--- src/rtl/aic_pkg.sv ---
/*
  Shared constants, register map and carrier types for the analog input
  conditioning block. Assumes a 100 MHz control clock.
*/
package aic_pkg;
  // ----------------------------------------
  // register map (byte addresses, one word each)
  // ----------------------------------------
  localparam int ADR_W = 8;
  localparam logic [ADR_W-1:0] OFS_INPUT_TYPE = 8'h00;
  localparam logic [ADR_W-1:0] OFS_CH1_GAIN = 8'h04;
  localparam logic [ADR_W-1:0] OFS_CH1_BIAS = 8'h08;
  localparam logic [ADR_W-1:0] OFS_CH1_FILT = 8'h0C;
  localparam logic [ADR_W-1:0] OFS_CH2_GAIN = 8'h10;
  localparam logic [ADR_W-1:0] OFS_CH2_BIAS = 8'h14;
  localparam logic [ADR_W-1:0] OFS_CH2_FILT = 8'h18;
  localparam logic [ADR_W-1:0] OFS_CH2_FUNC = 8'h1C;
  localparam logic [ADR_W-1:0] OFS_CH1_OUT = 8'h20;
  localparam logic [ADR_W-1:0] OFS_CH2_OUT = 8'h24;
  localparam logic [ADR_W-1:0] OFS_STATUS = 8'h28;
  localparam logic [3:0] SEL_FULL = 4'hF;

  // ----------------------------------------
  // field layout of the input-type code
  // ----------------------------------------
  localparam int TYPE_CH1_BIPOLAR = 1;
  localparam int TYPE_CH2_LIVEZERO = 0;

  // ----------------------------------------
  // limits and reset values (0.1 % units, 10 ms units)
  // ----------------------------------------
  localparam logic signed [17:0] GAIN_MAX = 18'sh02710;
  localparam logic signed [17:0] BIAS_MIN = -18'sh003E8;
  localparam logic signed [17:0] BIAS1_MAX = 18'sh003E8;
  localparam logic signed [17:0] BIAS2_MAX = 18'sh02710;
  localparam logic [7:0] TAU_MAX = 8'hC8;
  localparam logic [4:0] FUNC_MAX = 5'h11;
  localparam logic [15:0] RST_GAIN = 16'h03E8;
  localparam logic [15:0] RST_BIAS = 16'h0000;
  localparam logic [7:0] RST_TAU = 8'h00;
  localparam logic [1:0] RST_TYPE = 2'h0;

  // ----------------------------------------
  // converter scaling: 12-bit samples, Q12 normalised input
  // ----------------------------------------
  localparam int RAW_W = 12;
  localparam int FRAC = 12;
  localparam logic signed [12:0] LIVE_ZERO_CODE = 13'sh0333;
  localparam int FILT_SHIFT = 8;
  localparam int OUT_W = 18;

  // ----------------------------------------
  // filter timing: one tau unit is 10 ms, split into 2**FILT_SHIFT ticks
  // ----------------------------------------
  localparam int CLK_MHZ = 100;
  localparam int TAU_UNIT_US = 10000;
  localparam int TICK_CYC = (TAU_UNIT_US * CLK_MHZ) / (1 << FILT_SHIFT);
  localparam int TICK_W = 12;

  // ----------------------------------------
  // second channel uses
  // ----------------------------------------
  localparam int NUM_USES = 18;
  typedef enum logic [4:0] {
    USE_AUX_FREQ = 5'h00, USE_FREQ_GAIN = 5'h01, USE_FREQ_BIAS = 5'h02,
    USE_VOLT_BIAS = 5'h03, USE_RAMP_SCALE = 5'h04, USE_DC_BRAKE = 5'h05,
    USE_OVER_TQ = 5'h06, USE_STALL_LVL = 5'h07, USE_LOW_LIMIT = 5'h08,
    USE_JUMP_FREQ = 5'h09, USE_ADD_CH1 = 5'h0A, USE_POS_TQ = 5'h0B,
    USE_NEG_TQ = 5'h0C, USE_REGEN_TQ = 5'h0D, USE_PN_TQ = 5'h0E,
    USE_TQ_CMD_LIM = 5'h0F, USE_TQ_CMD_COMP = 5'h10, USE_PTC = 5'h11
  } aic_use_t;

  typedef struct packed {
    logic [15:0] gain;
    logic signed [15:0] bias;
    logic [7:0] tau;
  } aic_cfg_t;
endpackage

--- src/rtl/aic_top.sv ---
/*
  Analog input conditioning: range decode, gain/bias scaling and a
  first-order low-pass filter for two converted analog channels, plus
  the use selector of the second channel, behind a classic Wishbone slave.
  Assumes both sample inputs are synchronous 12-bit converter codes where
  all-ones is full scale (channel one two's complement when bipolar).
  Assumes the converter front end has already applied the board selector,
  so voltage and current ranges of channel two arrive on the same code
  scale; the selector is only reported back in the status word.
  Assumes the bus master waits for ack and leaves one idle cycle between
  requests; the slave always answers one cycle after it takes a request.
  Values are in 0.1 % units (1000 = 100.0 % of top frequency) and are
  signed, so a negative bias gives negative outputs near the zero point.
  Filter time constants are in 10 ms units; the tick divider runs free,
  so the first filter step after a change lands anywhere within tau ticks.
*/
// Chosen here: the register addresses and the Wishbone register port.
// Operation
// - Input-type codes 0 and 1 make channel one a unipolar 0 to 10 V input.
// - Input-type codes 2 and 3 make channel one a bipolar -10 to +10 V input.
// - Codes 0 and 2 make channel two zero-based, 0-10 V or 0-20 mA by the selector.
// - Codes 1 and 3 make channel two live-zero, 4-20 mA or 2-10 V by the selector.
// - Each channel has its own gain and bias, applied to that channel only.
// - Gain is the output in percent at full-scale input, from 0.0 to 1000.0 percent.
// - Bias is the output at zero point; -100 to 100 percent on one, to 1000 on two.
// - Each channel has its own first-order low-pass filter with its own time constant.
// - The time constant runs from 0.00 to 2.00 s, the time to reach 63 percent of a step.
// - The channel-two use selector accepts codes 0 to 17 only.
// - As auxiliary frequency, channel two full scale means 100 percent of top frequency.
`timescale 1ns/1ps
`default_nettype none
module aic_top
  import aic_pkg::*;
(
  // clock and reset
  input wire logic clk_i,
  input wire logic rst_i,
  // wishbone slave
  input wire logic wb_cyc_i,
  input wire logic wb_stb_i,
  input wire logic wb_we_i,
  input wire logic [ADR_W-1:0] wb_adr_i,
  input wire logic [3:0] wb_sel_i,
  input wire logic [31:0] wb_dat_i,
  output logic [31:0] wb_dat_o,
  output logic wb_ack_o,
  // converted analog inputs
  input wire logic [RAW_W-1:0] analog_channel_one_i,
  input wire logic [RAW_W-1:0] analog_channel_two_i,
  input wire logic voltage_current_selector_i,
  // conditioned values (0.1 % units) and one-hot use flags
  output logic signed [OUT_W-1:0] ch1_value_o,
  output logic signed [OUT_W-1:0] ch2_value_o,
  output logic signed [OUT_W-1:0] aux_freq_o,
  output logic [NUM_USES-1:0] ch2_use_o
);

  // ----------------------------------------
  // register state
  // ----------------------------------------
  logic [1:0] type_q, type_d;
  aic_cfg_t cfg_q [2];
  aic_cfg_t cfg_d [2];
  logic [4:0] func_q, func_d;
  logic ack_q, ack_d;
  logic [31:0] rdat_q, rdat_d;
  logic wr_en;
  logic signed [17:0] wgain, wbias, bias_hi;

  // filter state, one per channel
  logic signed [OUT_W+FILT_SHIFT-1:0] y_q [2];
  logic signed [OUT_W+FILT_SHIFT-1:0] y_d [2];
  logic [7:0] cnt_q [2];
  logic [7:0] cnt_d [2];
  logic [TICK_W-1:0] tick_cnt_q, tick_cnt_d;
  logic tick;
  logic signed [OUT_W-1:0] aux_q, aux_d;
  logic [NUM_USES-1:0] use_q, use_d;

  // ----------------------------------------
  // range decode to a Q12 normalised input
  // ----------------------------------------
  logic signed [FRAC+1:0] x [2];
  logic signed [12:0] lz_diff;
  logic signed [15:0] lz_scaled;

  always_comb begin
    lz_diff = $signed({1'b0, analog_channel_two_i}) - LIVE_ZERO_CODE;
    lz_scaled = (16'(lz_diff) * 16'sh0005) >>> 2;
    if (type_q[TYPE_CH1_BIPOLAR]) begin
      // the sign must come from the code itself: a concatenation is unsigned
      // and would zero-extend, turning negative inputs into large positive ones
      x[0] = 14'($signed({analog_channel_one_i, 1'b0}));
    end else begin
      x[0] = $signed({2'b00, analog_channel_one_i});
    end
    if (!type_q[TYPE_CH2_LIVEZERO]) begin
      x[1] = $signed({2'b00, analog_channel_two_i});
    end else if (lz_diff < 0) begin
      x[1] = '0; // below the live zero reads as the zero point
    end else begin
      x[1] = 14'(lz_scaled);
    end
  end

  // ----------------------------------------
  // filter time base: one tick per 1/256 of a tau unit
  // ----------------------------------------
  always_comb begin
    // the fractional cycle per tick is dropped: tau runs short by well under 0.01 %
    tick = (tick_cnt_q == TICK_W'(TICK_CYC - 1));
    tick_cnt_d = tick ? '0 : tick_cnt_q + 1'b1;
  end

  // ----------------------------------------
  // per-channel scaling and low-pass filter
  // ----------------------------------------
  for (genvar c = 0; c < 2; c++) begin : g_ch
    logic signed [17:0] span;
    logic signed [31:0] prod;
    logic signed [OUT_W-1:0] scaled;
    logic signed [OUT_W+FILT_SHIFT-1:0] target, step;

    always_comb begin
      // bias at zero point, gain at full scale, straight line between
      span = 18'(signed'({2'b00, cfg_q[c].gain})) - 18'(cfg_q[c].bias);
      prod = 32'(span) * 32'(x[c]);
      scaled = 18'(cfg_q[c].bias) + 18'(prod >>> FRAC);
      target = {scaled, {FILT_SHIFT{1'b0}}};
      step = (target - y_q[c]) >>> FILT_SHIFT;
      y_d[c] = y_q[c];
      cnt_d[c] = cnt_q[c];
      if (cfg_q[c].tau == '0) begin
        y_d[c] = target; // zero time constant passes the input straight on
        cnt_d[c] = '0;
      end else if (tick) begin
        // 1/256 of the gap every tau ticks: 63 % after about one tau
        if (cnt_q[c] >= cfg_q[c].tau - 1'b1) begin
          // a gap below one output unit no longer moves y, so a rising input
          // settles up to one unit short of its target
          y_d[c] = y_q[c] + step;
          cnt_d[c] = '0;
        end else begin
          cnt_d[c] = cnt_q[c] + 1'b1;
        end
      end
    end

    always_ff @(posedge clk_i) begin
      if (rst_i) begin
        y_q[c] <= '0;
        cnt_q[c] <= '0;
      end else begin
        y_q[c] <= y_d[c];
        cnt_q[c] <= cnt_d[c];
      end
    end
  end

  // ----------------------------------------
  // second channel use decode
  // ----------------------------------------
  always_comb begin
    use_d = '0;
    // writes above 17 are refused, so the index never leaves the vector
    use_d[func_q] = 1'b1;
    // output unit 1000 = 100.0 % of top frequency, so full scale at reset gain
    aux_d = (aic_use_t'(func_q) == USE_AUX_FREQ) ? y_q[1][OUT_W+FILT_SHIFT-1:FILT_SHIFT] : '0;
  end

  // ----------------------------------------
  // wishbone register access
  // ----------------------------------------
  always_comb begin
    // partial-word writes are ignored to keep limit checks on whole values
    wr_en = wb_cyc_i && wb_stb_i && wb_we_i && !ack_q && (wb_sel_i == SEL_FULL);
    wgain = signed'({2'b00, wb_dat_i[15:0]});
    wbias = 18'(signed'(wb_dat_i[15:0]));
    bias_hi = (wb_adr_i == OFS_CH1_BIAS) ? BIAS1_MAX : BIAS2_MAX;
    // out-of-range gain and bias values, taken from the low 16 data bits, clamp to the nearest limit instead of being lost,
    // so software that overshoots still lands on a usable setting
    if (wgain > GAIN_MAX) begin
      wgain = GAIN_MAX;
    end
    if (wbias < BIAS_MIN) begin
      wbias = BIAS_MIN;
    end
    if (wbias > bias_hi) begin
      wbias = bias_hi;
    end
    type_d = type_q;
    cfg_d = cfg_q;
    func_d = func_q;
    if (wr_en) begin
      if (wb_adr_i == OFS_INPUT_TYPE) begin
        type_d = wb_dat_i[1:0];
      end else if (wb_adr_i == OFS_CH1_GAIN) begin
        cfg_d[0].gain = wgain[15:0];
      end else if (wb_adr_i == OFS_CH1_BIAS) begin
        cfg_d[0].bias = wbias[15:0];
      end else if (wb_adr_i == OFS_CH1_FILT) begin
        cfg_d[0].tau = (wb_dat_i[7:0] > TAU_MAX) ? TAU_MAX : wb_dat_i[7:0];
      end else if (wb_adr_i == OFS_CH2_GAIN) begin
        cfg_d[1].gain = wgain[15:0];
      end else if (wb_adr_i == OFS_CH2_BIAS) begin
        cfg_d[1].bias = wbias[15:0];
      end else if (wb_adr_i == OFS_CH2_FILT) begin
        cfg_d[1].tau = (wb_dat_i[7:0] > TAU_MAX) ? TAU_MAX : wb_dat_i[7:0];
      end else if (wb_adr_i == OFS_CH2_FUNC) begin
        // out-of-range codes keep the previous use
        if (wb_dat_i[31:5] == '0 && wb_dat_i[4:0] <= FUNC_MAX) begin
          func_d = wb_dat_i[4:0];
        end
      end
    end
  end

  // ----------------------------------------
  // wishbone read data and acknowledge
  // ----------------------------------------
  always_comb begin
    // one ack per request: a strobe held through the ack cycle is not taken twice
    ack_d = wb_cyc_i && wb_stb_i && !ack_q;
    rdat_d = '0;
    if (wb_adr_i == OFS_INPUT_TYPE) begin
      rdat_d[1:0] = type_q;
    end else if (wb_adr_i == OFS_CH1_GAIN) begin
      rdat_d[15:0] = cfg_q[0].gain;
    end else if (wb_adr_i == OFS_CH1_BIAS) begin
      rdat_d = 32'(cfg_q[0].bias);
    end else if (wb_adr_i == OFS_CH1_FILT) begin
      rdat_d[7:0] = cfg_q[0].tau;
    end else if (wb_adr_i == OFS_CH2_GAIN) begin
      rdat_d[15:0] = cfg_q[1].gain;
    end else if (wb_adr_i == OFS_CH2_BIAS) begin
      rdat_d = 32'(cfg_q[1].bias);
    end else if (wb_adr_i == OFS_CH2_FILT) begin
      rdat_d[7:0] = cfg_q[1].tau;
    end else if (wb_adr_i == OFS_CH2_FUNC) begin
      rdat_d[4:0] = func_q;
    end else if (wb_adr_i == OFS_CH1_OUT) begin
      rdat_d = 32'(y_q[0][OUT_W+FILT_SHIFT-1:FILT_SHIFT]);
    end else if (wb_adr_i == OFS_CH2_OUT) begin
      rdat_d = 32'(y_q[1][OUT_W+FILT_SHIFT-1:FILT_SHIFT]);
    end else if (wb_adr_i == OFS_STATUS) begin
      // status: board selector, live-zero flag, bipolar flag
      rdat_d[2:0] = {voltage_current_selector_i, type_q[TYPE_CH2_LIVEZERO],
                     type_q[TYPE_CH1_BIPOLAR]};
    end
    if (!ack_d || wb_we_i) rdat_d = '0;
  end

  // ----------------------------------------
  // state registers, one block per group
  // ----------------------------------------
  always_ff @(posedge clk_i) begin
    if (rst_i) begin
      type_q <= RST_TYPE;
      for (int i = 0; i < 2; i++) begin
        cfg_q[i] <= '{gain: RST_GAIN, bias: RST_BIAS, tau: RST_TAU};
      end
      func_q <= USE_AUX_FREQ;
    end else begin
      type_q <= type_d;
      cfg_q <= cfg_d;
      func_q <= func_d;
    end
  end

  // bus answer: ack and read data stand for exactly one cycle
  always_ff @(posedge clk_i) begin
    if (rst_i) begin
      ack_q <= 1'b0;
      rdat_q <= '0;
    end else begin
      ack_q <= ack_d;
      rdat_q <= rdat_d;
    end
  end

  always_ff @(posedge clk_i) begin
    if (rst_i) begin
      tick_cnt_q <= '0;
    end else begin
      tick_cnt_q <= tick_cnt_d;
    end
  end

  // use outputs lag the stored code by one cycle
  always_ff @(posedge clk_i) begin
    if (rst_i) begin
      aux_q <= '0;
      use_q <= '0;
    end else begin
      aux_q <= aux_d;
      use_q <= use_d;
    end
  end

  // ----------------------------------------
  // outputs, all straight from flip-flops
  // ----------------------------------------
  assign wb_ack_o = ack_q;
  assign wb_dat_o = rdat_q;
  assign ch1_value_o = y_q[0][OUT_W+FILT_SHIFT-1:FILT_SHIFT];
  assign ch2_value_o = y_q[1][OUT_W+FILT_SHIFT-1:FILT_SHIFT];
  assign aux_freq_o = aux_q;
  assign ch2_use_o = use_q;

endmodule // aic_top
`default_nettype wire

--- config.mk ---
export PLATFORM = sky130hd
export DESIGN_NAME = aic_top
export DESIGN_NICKNAME = d
export VERILOG_FILES = /design/src/rtl/aic_pkg.sv /design/src/rtl/aic_top.sv
export SDC_FILE = /design/constraint.sdc
export NUM_CORES = 2
export LEC_CHECK = 0
export BUFFER_PORTS_ARGS = -buffer_cell sky130_fd_sc_hd__buf_2
export CAP_MARGIN = 20
export CORE_UTILIZATION = 45
export CTS_CLUSTER_SIZE = 12
export DETAILED_ROUTE_END_ITERATION = 10
export GPL_ROUTABILITY_DRIVEN = 0
export GPL_TIMING_DRIVEN = 0
export SYNTH_ARGS = -nofsm -noshare
export SYNTH_HDL_FRONTEND = slang
export SYNTH_SLANG_ARGS = --single-unit
--- constraint.sdc ---
create_clock -name clk_i -period 20.1 [get_ports clk_i]
set_input_delay 1.005 -clock clk_i [delete_from_list [all_inputs] [get_ports clk_i]]
set_output_delay 1.005 -clock clk_i [all_outputs]
set_load 0.05 [all_outputs]
==> summary.md <==
| Metric | Value |
|---|---|
| # DRC | `0` |
| Max-cap viol count | `0` |
| Max Fclk | `60.8 MHz` |
| Clock Tree Buf Depth | `3` |
| Synth cell types | `89` |
| Mapped Area | `34,800 sq um` |
| Final Skew | `0.0164 ns` |
| Cell Area, Placed | `37,000 sq um` |
| Required time at the worst-slack endpoint | `20.59 ns` |
| Leakage | `0.0178 uW` |
| CTS buffer count | `26` |
| Post-synthesis mux area share | `1.05%` |
| Clk Latency, worst-skew pair | `0.56 ns` |
| Syn_area_per_cell | `8.28 sq um` |
| RSZ-0062 raised after global routing | `false` |
| CTS Root Cell | `clkbuf_16` |
| Final Non-Filler Cells | `5,460` |
| Largest net degree at the start of global routing | `15` |
| Crit path time final | `16.45 ns` |
| Layout cells sized above 1 | `7.38%` |
| Inst Count DP | `5,413` |
| Post-route antenna net violation count | `0` |
| First-pass GRT wire length | `171,000 um` |
| Critical path class | `in2reg` |
| Max transition margin | `20.2%` |
| Crit-path leading delay family | `compound AO/OA/AOI/OAI gates` |
| Overall Power | `5530 uW` |
| Register area share after synthesis | `12.8%` |
| Simple-gate share of the synthesized area | `17.8%` |
| Port-buffer cells | `174` |
| Final hold viol count | `0` |
| Power per standard cell area | `146 nW/um^2` |
| PostCTS Resize Cnt | `0` |
| Area Growth Syn to Fin | `8.80%` |
| Row cnt | `101` |
| Crit Reg-Reg Startpoint | `cfg_q[9]` |
| Die Span Y | `280 um` |
| CP Launch Type | `input pin` |
| Routed len/inst | `20.0 um` |
| R2R depth | `62` |
| Crit Path Max Fanout | `10` |
| Most frequent cells in the layout | `629 x inv_1, 512 x nand2_1, 467 x fa_1` |
| DPL Wire Length | `91,600 um` |
| 1st-pass router iterations | `6` |
| Critical path endpoint | `y_q[1][21]` |
| Worst r2r dst | `y_q[1][21]` |
| Reg2reg setup slack | `4.19 ns` |
| Worst-margin pin slew | `1.19 ns` |
| TritonCTS Sinks | `223` |
| Post-CTS setup buffer count | `0` |
| WP buf/inv | `7` |
| Asr flop ratio synth | `0%` |
| Worst path slowest cell | `o22ai_1` |
| Place WS | `3.28 ns` |
| Total Routing Usage GR | `28.2%` |
| Setup_tns | `0 ns` |
| Vias post-DR | `29,884` |
| EDFF count, synth | `0` |
| I/O pin count | `179` |
| Initial Util | `45.7%` |
| CTS H-tree lvls | `1` |
| Setup slack after layout | `3.65 ns` |
| Slowest cell delay on critical path | `0.76 ns` |
| Synthesized instance count | `4,206` |
| Max-slew violations | `0` |
| Synth Warn # | `0` |
| Most common cell after layout, fill and taps aside | `inv_1` |
| VDD IR-drop max | `0.000351 V` |
| CP most frequent cell | `ha_1` |
| Main flop type after synthesis | `dfxtp_1` |
| Synth Area in XOR/XNOR | `6.53%` |
| Yosys reg bits | `223` |
| Final period utilization | `81.9%` |
| Largest family of logic cells by synthesized area | `adder cells` |
| Min-Delay Path Depth | `2` |
| Starting DRT DRC Count | `2,458` |
| Post-Synth Adder-Cell Area | `39.3%` |
| Vias in the first global route | `29,538` |
| Core Region | `76,200 sq um` |
| Status | `finished clean` |
| Fin area | `37,900 sq um` |
| Compound-Gate Fraction of Synth Area | `13.2%` |
| DIE WIDTH | `280 um` |
| Critical Path Sink Type | `flip-flop` |
| Initial antenna violation count | `2` |
| Nets | `5,299` |
| Critical path arrival | `16.95 ns` |
| Final wirelength | `109,000 um` |
| CTS tree | `built` |
| Number of cells on the critical path | `64` |
| Final Setup Violations | `0` |
| Start point of the critical path | `analog_channel_two_i[0]` |
| Cts hold-fix bufs | `0` |
| Die area | `78,500 sq um` |
| Hold Crit Class | `reg2reg` |
| Grt ovf | `0` |
| Vias per cell | `5.47` |
| Reg clk slew, reported paths | `0.06 ns` |
| Synthesized Nets | `5,093` |
[cell usage after synthesis, types with 37 or more instances]
master | count | area share, %
nand3_1 | 65 | 0.93
nor2_1 | 435 | 4.7
dfxtp_1 | 223 | 13
fa_1 | 467 | 27
ha_1 | 346 | 12
nor3_1 | 60 | 0.86
nand2b_1 | 53 | 0.95
and2_1 | 54 | 0.97
and3_1 | 39 | 0.70
a21o_1 | 69 | 1.5
o21a_1 | 37 | 0.80
a211oi_1 | 42 | 0.91
a21oi_1 | 230 | 3.3
xnor2_1 | 183 | 4.6
buf_4 | 49 | 1.1
xor2_1 | 73 | 1.8
nand2_1 | 512 | 5.5
o21ai_0 | 99 | 1.4
nor2b_1 | 47 | 0.84
inv_1 | 629 | 6.8
clkbuf_1 | 117 | 1.3
[layout make-up]
class	instances	area [sq um]
antenna	1	2.50
buffer	175	861
clock buffer	35	746
clock inverter	10	111
fill	7534	38300
inverter	632	2370
multi-input combinational	3176	27100
sequential	223	4460
tap	1030	1290
timing repair buffer	178	905
[cell families after synthesis]
| logic type | after synthesis |
|---|---|
| multiplexers | 35 |
| XOR/XNOR | 258 |
| AO/OA/AOI/OAI | 690 |
| AND/OR/NAND/NOR | 1380 |
| adder cells (fa/ha/maj) | 813 |
| flip-flops | 223 |
| buffers and inverters | 807 |
[through the flow]
| step | utilization [%] | hold slack [ns] |
|---|---|---|
| final | 49.7 | 0.474 |
| after global routing | 49.7 | 0.494 |
| after CTS | 49.7 | 0.475 |
| after detailed placement | 48.6 | 0.467 |
| after global placement | 48.5 | 0.457 |
| after floorplan | - | 0.435 |
[sequential cells by signal (all words and copies together) (netlist names), 5 cells and up]
register    flops
cfg_q          80
y_q            52
wb_dat_o       19
aux_freq_o     18
ch2_use_o      18
cnt_q          16
tick_cnt_q     12
func_q          5
[routing by layer]
metal  track usage [%]  vias to the layer above  part of all wire, %
met5                 0                        -                    0
met4              7.26                        0                  2.8
met3              5.09                      192                  8.6
met2              43.8                     1143                   44
met1              40.1                    14470                   45
li1                  -                    14079                    -
[worst reg2reg max path, delay by kind of cell (launching register included)]
family / cells / cell delay [ns]
AO/OA/AOI/OAI: 27 / 6.18
XOR/XNOR: 4 / 1.62
adder cells (fa/ha/maj): 11 / 4.66
buffers and inverters: 7 / 0.89
flip-flops: 1 / 0.45
AND/OR/NAND/NOR: 13 / 2.07
[how the worst min path moves through the flow]
stage,start,endpoint
2_1_floorplan,cfg_q[71],wb_dat_o[7]
4_1_cts,y_q[0][0],y_q[0][0]
3_3_place_gp,y_q[0][0],y_q[0][0]
3_5_place_dp,y_q[0][0],y_q[0][0]
5_1_grt,y_q[1][0],y_q[1][0]
6_report,y_q[0][0],y_q[0][0]
[where the power goes]
group / internal [uW] / total, uW / switching (uW) / leakage, uW
clock network: 285 / 488 / 203 / 0.000415
registers: 469 / 519 / 50.6 / 0.00180
logic: 1860 / 4520 / 2670 / 0.0156
total: 2610 / 5530 / 2920 / 0.0178
Note: power is estimated with default switching activity, not from simulation.
